### config.mk
export PLATFORM = sky130hd
export DESIGN_NAME = sdl_latch
export DESIGN_NICKNAME = d
export VERILOG_FILES = /design/src/logic/sdl_pkg.sv /design/src/logic/sdl_sync.sv /design/src/logic/sdl_latch.sv
export SDC_FILE = /design/constraint.sdc
export NUM_CORES = 1
export LEC_CHECK = 0
export BUFFER_PORTS_ARGS = -buffer_cell sky130_fd_sc_hd__clkbuf_2
export CORE_MARGIN = 4
export CORE_UTILIZATION = 25
export CTS_BUF_LIST = sky130_fd_sc_hd__clkbuf_4
export DETAILED_ROUTE_END_ITERATION = 16
export GPL_TIMING_DRIVEN = 0
export SLEW_MARGIN = 20
export SYNTH_ARGS = -nofsm -noshare
export SYNTH_HDL_FRONTEND = slang
export SYNTH_SLANG_ARGS = --single-unit
### constraint.sdc
create_clock -name clock -period 2.1 [get_ports clock]
set_input_delay 0.315 -clock clock [delete_from_list [all_inputs] [get_ports clock]]
set_output_delay 0.315 -clock clock [all_outputs]
set_load 0.01 [all_outputs]
### src/logic/sdl_pkg.sv
/*
 * constants for the serial converter input latch: widths, reset values,
 * code scaling figures.
 * assumes nothing of its surroundings.
 */
`default_nettype none

package sdl_pkg;

	// ---------------------------------------------------------------
	// widths
	// ---------------------------------------------------------------
	localparam int SHIFT_W   = 16;
	localparam int LATCH_W   = 12;
	localparam int CODE_W    = 10;
	localparam int SUB_LSB_W = 2;

	// ---------------------------------------------------------------
	// reset values
	// ---------------------------------------------------------------
	localparam logic [SHIFT_W-1:0] SHIFT_RST = 16'h0000;
	localparam logic [LATCH_W-1:0] LATCH_RST = 12'h000;

	// ---------------------------------------------------------------
	// code scale: output = 2 * reference * code / full scale
	// ---------------------------------------------------------------
	localparam int CODE_FULL_SCALE = 1024;
	localparam logic [CODE_W-1:0] CODE_MID = 10'h200;

	// ---------------------------------------------------------------
	// state of the select front end
	// ---------------------------------------------------------------
	typedef enum logic [1:0] {
		SDL_IDLE  = 2'b00,
		SDL_FRAME = 2'b01
	} sdl_state_type;

endpackage

`default_nettype wire

### src/logic/sdl_sync.sv
/*
 * two flip-flop synchroniser for the three link pins.
 * assumes a free-running local clock well above the link clock rate.
 */
`timescale 1ns/10ps
`default_nettype none

module sdl_sync
	import sdl_pkg::*;
#(
	parameter int W = 3
)
(
	// clock and reset
	input  wire logic         clock,
	input  wire logic         rst_b,
	// asynchronous inputs and synchronised copies, inverted where rst_val is set
	input  wire logic [W-1:0] async_in,
	input  wire logic [W-1:0] rst_val,
	output var  logic [W-1:0] sync_out
);

	logic [W-1:0] meta_reg;

	genvar i;
	generate
		for (i = 0; i < W; i++)
		begin : g_bit
			always_ff @(posedge clock or negedge rst_b)
			begin
				if (!rst_b)
				begin
					meta_reg[i] <= 1'b0;
					sync_out[i] <= 1'b0;
				end
				else
				begin
					meta_reg[i] <= async_in[i] ^ rst_val[i];
					sync_out[i] <= meta_reg[i];
				end
			end
		end
	endgenerate

endmodule

`default_nettype wire

### src/logic/sdl_latch.sv
/*
 * serial converter input latch: 16-bit shift register loaded from the
 * serial link while select is low, 12-bit converter latch loaded on
 * the rising edge of select, chain output updated on falling link clock.
 * assumes link pins are asynchronous and the local clock samples them
 * at least four times per link clock period; rst_b models power-up.
 */
// Summary of operation
// - power-up clears the converter latch to zero
// - code is straight binary; mid code 512 gives reference voltage
// - select low shifts data into 16-bit register, MSB first
// - data sampled and register advanced on each rising link clock while select is low
// - select rising edge copies low twelve shift register bits into converter latch
// - select high ignores link clock; no data enters register
// - data in reappears at chain out after sixteen clocks plus width
// - chain output changes only on falling link clock with select low
// - select high keeps chain output driven at last bit
`timescale 1ns/10ps
`default_nettype none

module sdl_latch
	import sdl_pkg::*;
(
	// clock and reset
	input  wire logic              clock,
	input  wire logic              rst_b,
	// serial link pins
	input  wire logic              link_clk,
	input  wire logic              link_din,
	input  wire logic              link_sel_b,
	output var  logic              link_dout,
	// converter side
	output var  logic [CODE_W-1:0] dac_code,
	output var  logic              dac_update
);

	// ---------------------------------------------------------------
	// pin synchronisation
	// ---------------------------------------------------------------
	logic [2:0] pins_sync;
	logic       sclk_s;
	logic       din_s;
	logic       sel_b_s;

	// select resets inverted so an idle high pin starts high
	sdl_sync #(.W(3)) u_sync
	(
		.clock    (clock),
		.rst_b    (rst_b),
		.async_in ({link_sel_b, link_clk, link_din}),
		.rst_val  (3'h4),
		.sync_out (pins_sync)
	);

	assign din_s   = pins_sync[0];
	assign sclk_s  = pins_sync[1];
	assign sel_b_s = ~pins_sync[2];

	// ---------------------------------------------------------------
	// edge detection
	// ---------------------------------------------------------------
	logic sclk_d_reg;
	logic sel_b_d_reg;
	logic sclk_rise;
	logic sclk_fall;
	logic sel_rise;
	logic sel_active;

	assign sclk_rise  = sclk_s & ~sclk_d_reg;
	assign sclk_fall  = ~sclk_s & sclk_d_reg;
	assign sel_rise   = sel_b_s & ~sel_b_d_reg;
	assign sel_active = ~sel_b_s;

	always_ff @(posedge clock or negedge rst_b)
	begin
		if (!rst_b)
		begin
			sclk_d_reg  <= 1'b0;
			sel_b_d_reg <= 1'b1;
		end
		else
		begin
			sclk_d_reg  <= sclk_s;
			sel_b_d_reg <= sel_b_s;
		end
	end

	// ---------------------------------------------------------------
	// frame state
	// ---------------------------------------------------------------
	sdl_state_type state_reg;
	sdl_state_type state_next;

	always_comb
	begin
		state_next = state_reg;
		case (state_reg)
			SDL_IDLE:
				if (sel_active)
					state_next = SDL_FRAME;
			SDL_FRAME:
				if (sel_rise)
					state_next = SDL_IDLE;
			default:
				state_next = SDL_IDLE;
		endcase
	end

	always_ff @(posedge clock or negedge rst_b)
	begin
		if (!rst_b)
			state_reg <= SDL_IDLE;
		else
			state_reg <= state_next;
	end

	// only a select rise that closes an opened frame loads the latch
	logic load_en;

	assign load_en = sel_rise & (state_reg == SDL_FRAME);

	// ---------------------------------------------------------------
	// shift register
	// ---------------------------------------------------------------
	logic [SHIFT_W-1:0] shift_reg;
	logic [SHIFT_W-1:0] shift_next;
	logic               shift_en;

	assign shift_en   = sel_active & sclk_rise;
	assign shift_next = {shift_reg[SHIFT_W-2:0], din_s};

	always_ff @(posedge clock or negedge rst_b)
	begin
		if (!rst_b)
			shift_reg <= SHIFT_RST;
		else if (shift_en)
			shift_reg <= shift_next;
	end

	// ---------------------------------------------------------------
	// converter latch
	// ---------------------------------------------------------------
	logic [LATCH_W-1:0] latch_reg;

	always_ff @(posedge clock or negedge rst_b)
	begin
		if (!rst_b)
			latch_reg <= LATCH_RST;
		else if (load_en)
			latch_reg <= shift_reg[LATCH_W-1:0];
	end

	// straight binary code, sub-LSB pair dropped
	always_ff @(posedge clock or negedge rst_b)
	begin
		if (!rst_b)
		begin
			dac_code   <= '0;
			dac_update <= 1'b0;
		end
		else
		begin
			dac_code   <= load_en ? shift_reg[LATCH_W-1:SUB_LSB_W]
			                       : latch_reg[LATCH_W-1:SUB_LSB_W];
			dac_update <= load_en;
		end
	end

	// ---------------------------------------------------------------
	// chain output
	// ---------------------------------------------------------------
	always_ff @(posedge clock or negedge rst_b)
	begin
		if (!rst_b)
			link_dout <= 1'b0;
		else if (sel_active && sclk_fall)
			link_dout <= shift_reg[SHIFT_W-1];
	end

	// ---------------------------------------------------------------
	// checks
	// ---------------------------------------------------------------
	property p_power_up_zero;
		@(posedge clock) $rose(rst_b) |-> (dac_code == '0);
	endproperty
	a_power_up_zero: assert property (p_power_up_zero)
		else $error("converter code not zero after reset");

	property p_msb_first;
		@(posedge clock) disable iff (!rst_b)
		shift_en |=> (shift_reg[0] == $past(din_s))
			&& (shift_reg[SHIFT_W-1:1] == $past(shift_reg[SHIFT_W-2:0]));
	endproperty
	a_msb_first: assert property (p_msb_first)
		else $error("shift register did not move toward msb");

	property p_shift_on_rise;
		@(posedge clock) disable iff (!rst_b)
		(sel_active && sclk_rise) |=> (shift_reg[0] == $past(din_s));
	endproperty
	a_shift_on_rise: assert property (p_shift_on_rise)
		else $error("rising link clock did not shift");

	property p_latch_on_sel_rise;
		@(posedge clock) disable iff (!rst_b)
		sel_rise |=> (latch_reg == $past(shift_reg[LATCH_W-1:0]));
	endproperty
	a_latch_on_sel_rise: assert property (p_latch_on_sel_rise)
		else $error("latch not loaded at select rise");

	property p_ignore_when_idle;
		@(posedge clock) disable iff (!rst_b)
		sel_b_s |=> $stable(shift_reg);
	endproperty
	a_ignore_when_idle: assert property (p_ignore_when_idle)
		else $error("shift register moved with select high");

	property p_dout_delay;
		@(posedge clock) disable iff (!rst_b)
		(sel_active && sclk_fall) |=> (link_dout == $past(shift_reg[SHIFT_W-1]));
	endproperty
	a_dout_delay: assert property (p_dout_delay)
		else $error("chain output not the oldest bit");

	property p_dout_on_fall;
		@(posedge clock) disable iff (!rst_b)
		!(sel_active && sclk_fall) |=> $stable(link_dout);
	endproperty
	a_dout_on_fall: assert property (p_dout_on_fall)
		else $error("chain output moved off a falling edge");

	property p_dout_hold;
		@(posedge clock) disable iff (!rst_b)
		sel_b_s [*2] |-> $stable(link_dout);
	endproperty
	a_dout_hold: assert property (p_dout_hold)
		else $error("chain output changed with select high");

	property p_code_top_ten;
		@(posedge clock) disable iff (!rst_b)
		sel_rise |=> ##1 (dac_code == latch_reg[LATCH_W-1:SUB_LSB_W]);
	endproperty
	a_code_top_ten: assert property (p_code_top_ten)
		else $error("code not top ten latch bits");

	c_frame_load: cover property (@(posedge clock) disable iff (!rst_b) sel_rise);
	c_mid_code: cover property (@(posedge clock) disable iff (!rst_b)
		dac_update && dac_code == CODE_MID);
	c_chain_out: cover property (@(posedge clock) disable iff (!rst_b) $rose(link_dout));

endmodule

`default_nettype wire

==> summary.txt, run 1 <==
Critical path
  – Reg-to-Reg End: dac_code[9]$_DFF_PN0_
  – Worst-path fanout max: 10
  – Worst setup EP type: flip-flop
  – Worst setup SP type: flip-flop
  – Critical-path top delay cell: dfrtp_1
  – R2R depth: 3
  – Cells along the critical path: nor3b_2 -> buf_6 -> mux2_2
  – R2R Setup Slk: 0.64 ns
  – RR Startpoint: u_sync.sync_out[2]$_DFF_PN0_
  – Critical path arrival: 1.69 ns
  – WP data required: 2.33 ns
  – Setup Crit Path Kind: reg -> reg
  – Max stage delay on crit path: 0.46 ns

Placement
  – GPL Wtd Cong: 0.6585
  – Buffers added on ports: 16
  – HPWL Detailed: 1.516 mm
  – Area post-placement: 1862 sq um

Routing
  – Total wire length: 2.279 mm
  – DRT iter0 DRCs: 28
  – Avg WL per Cell: 11.63 um
  – Drt drc: 0
  – Vias/cell: 4.077
  – ANT nets after route: 0
  – DR vias: 799
  – TritonRoute pass-1 iters: 2

Global route
  – Global-route usage over all layers: 6.380%
  – Number of global-route vias before repair: 948
  – Initial antenna violation count: 0
  – GRT overflow: 0
  – Largest net degree at the start of global routing: 48
  – First-pass GRT wire length: 4.160 mm

Layout
  – Max FFs per register: 16
  – Nets: 123
  – Synth-to-layout area growth: 14.33%
  – Share of cells above drive strength 1: 56.30%
  – Antenna cells: 0
  – Post-route cell area: 1927 sq um

Timing
  – RSZ-0062 raised after global routing: false
  – Max Freq: 686.1 MHz
  – WHS: 0.07352 ns
  – Final Slew Violations: 0
  – Period utilization: 69.41%
  – TNS Setup: 0 ns
  – Fin crit period: 1.458 ns
  – Final Hold Fails: 0
  – Worst-Margin Slew: 0.5707 ns
  – Slew margin rel.: 61.95%
  – Final setup vio count: 0
  – Clock skew: 0.007013 ns

Job
  – Max Cap Viol: 0

Synthesis
  – Netlist cell types: 10
  – Post-synth top area cell: dfrtp_1
  – Synthesis-stage register bit count: 47
  – Syn_nets: 99
  – Synth warnings: 0
  – Syn avg cell area: 17.93 sq um
  – Top post-synthesis cells by area: dfrtp_1 68%, mux2_2 25%, dfstp_2 1.6%
  – Post-Syn Area: 1685 sq um
  – Sequential fraction of the synthesis area: 69.86%
  – Post-synth top area share: 68.30%
  – Cells after Synth: 94

Power and ir drop
  – Maximum vdd ir drop: 0.4188 mV
  – Switch share: 25.77%
  – Leak pwr: 0.9595 nW
  – Net Sw Power: 0.0004963 W
  – Comb power frac: 17.2%
  – Pwr/cell area: 999.4 nW/um^2
  – Int Power: 0.001429 W
  – Clk pwr share: 20.2%
  – Sequential Power Share: 62.6%

Die
  – Die height: 90.11 um
  – Full die area: 8119 sq um
  – Initial Util: 26.09%
  – Core Region: 6459 sq um
  – IO Pins: 17
  – Die X: 90.11 um
  – Row count: 29

Clock network
  – # hold bufs at CTS: 0
  – H-tree lvl count: 2
  – Clk root buf: clkbuf_4
  – Clock tree buffer depth: 2
  – CTS sink cnt: 47
  – Inserted Clock Buffers: 5
  – Postcts setup bufs: 0
  – Clk slew on worst S/H paths: 0.12 ns
  – Clk_lat worst skew: 0.34 ns
  – CTS-repair resized insts: 0
  – CTS tree: yes

Min path
  – Hold_sp: link_clk
  – Hold Path Class: in -> reg
  – WHS Endpoint: u_sync.meta_reg[1]$_DFF_PN0_
  – WHS Path Cells: 1

Status
  – Status: completed
synth_stat cells:
master	n
nand3b_4	1
clkbuf_8	1
dfrtp_1	46
buf_6	2
inv_1	2
nand2_1	2
mux2_2	37
dfstp_2	1
nor3b_2	1
nand3b_1	1
power groups by stage:
stage / registers, W / logic (W) / clock network (W)
floorplan: 0.00123 / 0.000199 / 0
global placement: 0.00122 / 0.000329 / 0
detailed placement: 0.00123 / 0.000340 / 0
CTS: 0.00121 / 0.000343 / 0.000419
global route: 0.00123 / 0.000366 / 0.000458
finish: 0.00121 / 0.000332 / 0.000389
placed cells by master (no fill, tap or decap), drive strengths merged:
master	n
clkbuf	21
nand2	2
dfstp	1
nand3b	2
nor3b	1
buf	3
inv	2
dfrtp	46
dlygate4sd3	1
clkinv	3
mux2	37
per-layer routing:
layer	track usage, %	vias to the layer above	part of all wire (%)
li1	-	373	-
met1	7.492	404	46
met2	9.956	17	47
met3	2.838	5	6.1
met4	3.061	0	1.3
met5	0	-	0
metrics by stage:
step                      setup WS (ns)  instances  utilization, %  power, W
after floorplan                  0.7662         94               -  0.001431
after global placement           0.6575        187           28.83  0.001549
after detailed placement         0.6430        187           28.83  0.001568
after CTS                        0.6202        195           29.64  0.001970
after global routing             0.5760        196           29.83  0.002058
final                            0.6425        196           29.83  0.001926
worst max path at each step:
stage               slack (ns)                    startpoint                     to
global route              0.58  u_sync.sync_out[2]$_DFF_PN0_  dac_code[9]$_DFF_PN0_
finish                    0.64  u_sync.sync_out[2]$_DFF_PN0_  dac_code[9]$_DFF_PN0_
detailed placement        0.64  u_sync.sync_out[2]$_DFF_PN0_  dac_code[9]$_DFF_PN0_
floorplan                 0.77  u_sync.sync_out[2]$_DFF_PN0_  dac_code[9]$_DFF_PN0_
global placement          0.66  u_sync.sync_out[2]$_DFF_PN0_  dac_code[9]$_DFF_PN0_
CTS                       0.62  u_sync.sync_out[2]$_DFF_PN0_  dac_code[9]$_DFF_PN0_
cell families (layout without fill, tap and decap cells):
group / Yosys count / after routing / synth area share (%)
DFF: 47 / 47 / 69.86
muxes: 37 / 37 / 24.72
and+or+nand+nor: 5 / 5 / 2.821
buffers and inverters: 5 / 30 / 2.598
cell type report:
cell class / count / area [sq um]
Fill cell: 653 / 4532
Sequential cell: 47 / 1177
Multi-Input combinational cell: 42 / 464.2
Tap cell: 77 / 96.34
Timing Repair Buffer: 17 / 92.59
Clock buffer: 5 / 37.54
Buffer: 3 / 36.28
Clock inverter: 3 / 15.01
Inverter: 2 / 7.507
critical path: cells and delay by family (launching register included):
family,cells,cell delay [ns]
flops,1,0.46
mux,1,0.35
simple gates,1,0.33
buf+inv,1,0.21
Note: power is estimated with default switching activity, not from simulation.
==> run 2, diff against run 1 <==
- clock period: 2.1 -> 1.4 ns (I/O delays scaled with it)
==> run 2 against run 1 <==
Net effect: the run now ends with setup timing left; hold slack better by 0.29 ns; total power is 55% higher; utilization is 2.0 points higher; critical path type unchanged; sequential power is 50% higher; register-to-register slack worse by 0.65 ns; routed wire length is 12% higher; final cell count is 4.1% higher; largest power group unchanged; critical path depth is 1 higher.
==> summary.txt, run 2 (synthesis results as in run 1) <==
Clock network
  – Clk_lat worst skew: 0.34 ns (about the same)
  – CTS sink cnt: 47 (unchanged)
  – Clock tree buffer depth: 2 (unchanged)
  – Clk root buf: clkbuf_4
  – H-tree lvl count: 2 (unchanged)
  – Inserted Clock Buffers: 5 (unchanged)
  – Clk slew on worst S/H paths: 0.14 ns (+0.02 ns)
  – CTS tree: yes

Critical path
  – Critical path arrival: 1.64 ns (-0.05 ns)
  – WP data required: 1.63 ns (-0.70 ns)
  – Worst setup SP type: flip-flop
  – R2R depth: 4 (+1)
  – Worst setup EP type: flip-flop
  – Setup Crit Path Kind: reg -> reg
  – Worst-path fanout max: 5 (-5)

Status
  – Failing checks: setup timing
  – Status: finished, violations left

Timing
  – Fin crit period: 1.409 ns (-0.04904 ns)
  – Slew margin rel.: 62.15% (+0.19 points)
  – Worst-Margin Slew: 0.5678 ns (-0.002915 ns)
  – Final setup vio count: 4 (+4)
  – Max Freq: 710.0 MHz (+3.5%)
  – Clock skew: 0.01280 ns (+0.005789 ns)
  – TNS Setup: -0.02341 ns (-0.02341 ns)
  – RSZ-0062 raised after global routing: true
  – Final Slew Violations: 0 (unchanged)
  – Worst setup margin: -0.008513 ns (-0.6510 ns)
  – Period utilization: 100.6% (+31 points)
  – Final Hold Fails: 0 (unchanged)

Power and ir drop
  – Maximum vdd ir drop: 0.6403 mV (+53%)
  – Leak pwr: 1.023 nW (+6.6%)
  – Pwr/cell area: 1454 nW/um^2 (+45%)

Global route
  – Number of global-route vias before repair: 953 (+0.53%)
  – Global-route usage over all layers: 6.433% (+0.053 points)
  – GRT overflow: 0 (unchanged)
  – First-pass GRT wire length: 4.202 mm (+1.0%)
  – Largest net degree at the start of global routing: 48 (unchanged)
  – Initial antenna violation count: 0 (unchanged)

Min path
  – WHS Path Cells: 0 (-1)
  – Hold Path Class: reg -> reg

Layout
  – Synth-to-layout area growth: 21.90%
  – Post-route cell area: 2054 sq um (+6.6%)
  – Nets: 131 (+6.5%)
  – Antenna cells: 0 (unchanged)
  – Max FFs per register: 16 (unchanged)
  – Share of cells above drive strength 1: 57.48% (+1.2 points)
  – Most frequent cells in the layout: 45 x dfrtp_1, 27 x mux2_2, 15 x clkbuf_2
  – Fillers: 643 (-1.5%)
  – Commonest non-fill, non-tap cell in the layout: dfrtp_1
  – Final std cells w/o fill: 204 (+4.1%)

Die
  – Row count: 29 (unchanged)
  – Initial Util: 26.09% (unchanged)
  – IO Pins: 17 (unchanged)
  – Full die area: 8119 sq um (unchanged)
  – Die X: 90.11 um (unchanged)
  – Die height: 90.11 um (unchanged)
  – Core Region: 6459 sq um (unchanged)

Routing
  – ANT nets after route: 0 (unchanged)
  – Drt drc: 0 (unchanged)
  – Vias/cell: 4.044 (-0.80%)
  – DR vias: 825 (+3.3%)
  – TritonRoute pass-1 iters: 2 (unchanged)
  – Avg WL per Cell: 12.53 um (+7.8%)
  – Total wire length: 2.557 mm (+12%)
  – DRT iter0 DRCs: 22 (-21%)

Placement
  – Buffers added on ports: 16 (unchanged)
  – GPL Wtd Cong: 0.6585 (unchanged)
  – Placed insts: 187 (unchanged)
  – HPWL Detailed: 1.516 mm (unchanged)
  – Area post-placement: 1862 sq um (unchanged)

Job
  – Max Cap Viol: 0 (unchanged)
run 2: cell count changes in the layout (fill, tap and decap cells not counted), sizes merged:
cell,delta
buf,+5
dlygate4sd3,+3
run 2: critical path, stage by stage (launching register included):
cell,delay (ns)
dfrtp_2,0.47
nor3b_4,0.21
buf_6,0.16
buf_6,0.13
mux2_2,0.33
run 2: what timing repair did:
action,4_1_cts,5_1_grt
endpoints found under the setup margin,19,19
hold endpoints to repair,3,46
cloned,0,2
gates resized for setup,2,18
hold buffers,3,1
pin swaps,1,1
buffers inserted,0,3
run 2: report_power, final:
part | switching [W] | leakage (nW) | internal (W)
clock network | 0.000407 | 0.0347 | 0.000188
logic | 0.000207 | 0.382 | 0.000368
registers | 0.000162 | 0.606 | 0.00165
total | 0.000776 | 1.02 | 0.00221
run 2: worst paths after layout:
path / startpoint / end / slack (ns)
max in group asynchronous: rst_b / u_sync.sync_out[2]$_DFF_PN0_ / 0.62
min in group asynchronous: rst_b / latch_reg[11]$_DFFE_PN0P_ / 0.39
min: u_sync.meta_reg[1]$_DFF_PN0_ / u_sync.sync_out[1]$_DFF_PN0_ / 0.37
max reg2reg: u_sync.sync_out[2]$_DFF_PN0_ / dac_code[0]$_DFF_PN0_ / -0.009
min reg2reg: u_sync.meta_reg[1]$_DFF_PN0_ / u_sync.sync_out[1]$_DFF_PN0_ / 0.37
max: u_sync.sync_out[2]$_DFF_PN0_ / dac_code[0]$_DFF_PN0_ / -0.009
run 2: routing by layer:
metal  wire length [um]  global-route usage [%]  up-vias
met5                  0                       0        -
met4                 30                   3.061        0
met3                137                   2.838        5
met2               1173                   9.956       17
met1               1215                   7.651      415
li1                   -                       -      388
run 2: area by class of cell:
type	instances	area [sq um]	area share, %
Clock inverter	3	15.01	0.7308
Buffer	3	40.04	1.949
Multi-Input combinational cell	42	508.0	24.73
Inverter	2	7.507	0.3654
Clock buffer	5	37.54	1.827
Sequential cell	47	1179	57.37
Tap cell	77	96.34	4.689
Timing Repair Buffer	25	171.4	8.343
run 2: per-stage QoR:
step                hold slack [ns]  power, W  setup slack (ns)  utilization [%]
floorplan                  -0.08559  0.002147           0.06623                -
global placement             0.3201  0.002323          -0.04249            28.83
detailed placement           0.3201  0.002352          -0.05702            28.83
CTS                         0.09041  0.002964          0.002264            30.22
global route                 0.3799  0.003182          -0.04017            31.81
finish                       0.3659  0.002987         -0.008513            31.81
==> run 3, diff against run 2 <==
- REMOVE_ABC_BUFFERS: not set -> 1
==> run 3 against run 2 <==
Net effect: the flow now finishes without violations; utilization shrank 0.68 points; total power increased by 11%; final cell count shrank 2.5%; register-to-register slack improved by 0.08 ns; non-clock buffer count down 5; die area unchanged; critical path depth down 1; routed wire length fell by 10%; cell area down 2.1%; critical path type unchanged; critical endpoint is now latch_reg[6]$_DFFE_PN0P_.
==> summary.txt, run 3 (synthesis results as in run 1) <==
Routing
  – Avg WL per Cell: 11.50 um (-8.2%)
  – Vias/cell: 3.960 (-2.1%)
  – DR vias: 788 (-4.5%)
  – TritonRoute pass-1 iters: 3 (+1)
  – Drt drc: 0 (unchanged)
  – ANT nets after route: 0 (unchanged)
  – DRT iter0 DRCs: 46 (+110%)
  – Total wire length: 2.289 mm (-10%)

Die
  – IO Pins: 17 (unchanged)
  – Die X: 90.11 um (unchanged)
  – Full die area: 8119 sq um (unchanged)
  – Die height: 90.11 um (unchanged)
  – Core Region: 6459 sq um (unchanged)
  – Initial Util: 26.09% (unchanged)
  – Row count: 29 (unchanged)

Layout
  – Final std cells w/o fill: 199 (-2.5%)
  – Antenna cells: 0 (unchanged)
  – Layout Utilization: 31.13% (-0.68 points)
  – Nets: 126 (-3.8%)
  – Synth-to-layout area growth: 19.30%
  – Share of cells above drive strength 1: 55.74% (-1.7 points)
  – Max FFs per register: 16 (unchanged)
  – Commonest non-fill, non-tap cell in the layout: dfrtp_1
  – Most frequent cells in the layout: 45 x dfrtp_1, 37 x mux2_2, 15 x clkbuf_2

Timing
  – Final setup vio count: 0 (-4)
  – Worst setup margin: 0.07560 ns (+0.08411 ns)
  – Max Freq: 755.1 MHz (+6.4%)
  – Worst-Margin Slew: 0.5694 ns (+0.001618 ns)
  – Clock skew: 0.01053 ns (-0.002277 ns)
  – Period utilization: 94.60% (-6.0 points)
  – Fin crit period: 1.324 ns (-0.08411 ns)
  – Slew margin rel.: 62.04% (-0.11 points)
  – Final Slew Violations: 0 (unchanged)
  – Final Hold Fails: 0 (unchanged)
  – RSZ-0062 raised after global routing: false

Critical path
  – R2R depth: 3 (-1)
  – Worst-path fanout max: 15 (+10)
  – CP endpoint: latch_reg[6]$_DFFE_PN0P_
  – Critical path arrival: 1.58 ns (-0.06 ns)
  – Reg-to-Reg End: latch_reg[6]$_DFFE_PN0P_
  – Max stage delay on crit path: 0.46 ns (about the same)
  – Critical-path top delay cell: dfrtp_2
  – R2R Setup Slk: 0.08 ns (+0.08 ns)
  – Setup Crit Path Kind: reg -> reg
  – Crit path launch: u_sync.sync_out[2]$_DFF_PN0_
  – WP data required: 1.65 ns (+0.02 ns)
  – RR Startpoint: u_sync.sync_out[2]$_DFF_PN0_
  – Cells along the critical path: nor3b_4 -> buf_8 -> mux2_2
  – Worst setup SP type: flip-flop
  – Worst setup EP type: flip-flop

Global route
  – Largest net degree at the start of global routing: 48 (unchanged)
  – GRT overflow: 0 (unchanged)
  – Global-route usage over all layers: 6.390% (-0.043 points)
  – Number of global-route vias before repair: 867 (-9.0%)
  – First-pass GRT wire length: 4.084 mm (-2.8%)
  – Initial antenna violation count: 0 (unchanged)

Placement
  – HPWL Detailed: 1.514 mm (about the same)
  – Buffers added on ports: 16 (unchanged)
  – GPL Wtd Cong: 0.6546 (-0.59%)
  – Post-Place Setup Slack: -0.2049 ns (-0.1479 ns)
  – Placed insts: 185 (-1.1%)

Clock network
  – CTS sink cnt: 47 (unchanged)
  – Clk slew on worst S/H paths: 0.13 ns (about the same)
  – CTS tree: yes
  – Clk_lat worst skew: 0.36 ns (+0.02 ns)
  – H-tree lvl count: 2 (unchanged)
  – Clk root buf: clkbuf_4
  – Clock tree buffer depth: 2 (unchanged)
  – Inserted Clock Buffers: 5 (unchanged)

Min path
  – Hold Path Class: reg -> reg

Power and ir drop
  – Pwr/cell area: 1642 nW/um^2 (+13%)
  – Leak pwr: 0.9877 nW (-3.4%)
  – Maximum vdd ir drop: 0.5527 mV (-14%)

Job
  – Max Cap Viol: 0 (unchanged)

Status
  – Status: completed
[run 3: worst min path at each step]
stage | to | from | cells past startpoint
global route | u_sync.sync_out[1]$_DFF_PN0_ | u_sync.meta_reg[1]$_DFF_PN0_ | 0
CTS | dac_update$_DFF_PN0_ | rst_b | 1
detailed placement | u_sync.meta_reg[1]$_DFF_PN0_ | link_clk | 1
finish | u_sync.sync_out[1]$_DFF_PN0_ | u_sync.meta_reg[1]$_DFF_PN0_ | 0
global placement | u_sync.meta_reg[0]$_DFF_PN0_ | link_din | 1
floorplan | dac_code[0]$_DFF_PN0_ | rst_b | 0
[run 3: metrics by stage]
step / instance area (sq um) / setup TNS [ns] / total power, W / hold slack [ns]
floorplan: 1649 / -9.319 / 0.002138 / -0.08559
global placement: 1826 / -16.31 / 0.002319 / 0.3191
detailed placement: 1847 / -2.804 / 0.002356 / 0.3197
CTS: 1989 / 0 / 0.003353 / 0.06895
global route: 2011 / 0 / 0.003506 / 0.3758
finish: 2011 / 0 / 0.003302 / 0.3620
[run 3: what timing repair did]
action / in CTS / in global routing
hold endpoints to repair: 3 / 46
resized for setup: 0 / 1
buffers inserted: 1 / 1
hold buffers: 3 / 1
setup endpoints to repair: 20 / 18
pin swaps: 1 / 0
[run 3: area by class of cell]
class	instances	area (sq um)
clock buffer	5	37.54
clock inverter	3	67.56
fill	634	4448
inverter	2	7.507
multi-input combinational	42	470.5
sequential	47	1179
tap	77	96.34
timing repair buffer	23	152.6
[run 3: power by group]
part           switching [W]  internal (W)
Sequential          0.000158       0.00165
Clock               0.000428      0.000555
Combinational       0.000198      0.000309
[run 3: layer usage]
metal / track usage (%) / wire, um / vias to the layer above
met5: 0 / 0 / -
met4: 2.679 / 29 / 0
met3: 3.589 / 144 / 4
met2: 9.645 / 1115 / 14
met1: 7.464 / 999 / 396
li1: - / - / 374
[run 3: critical path: cells and delay by family (launching register included)]
kind,cells,cell delay (ns)
flip-flops,1,0.46
multiplexers,1,0.35
buffers and inverters,1,0.19
AND/OR/NAND/NOR,1,0.22
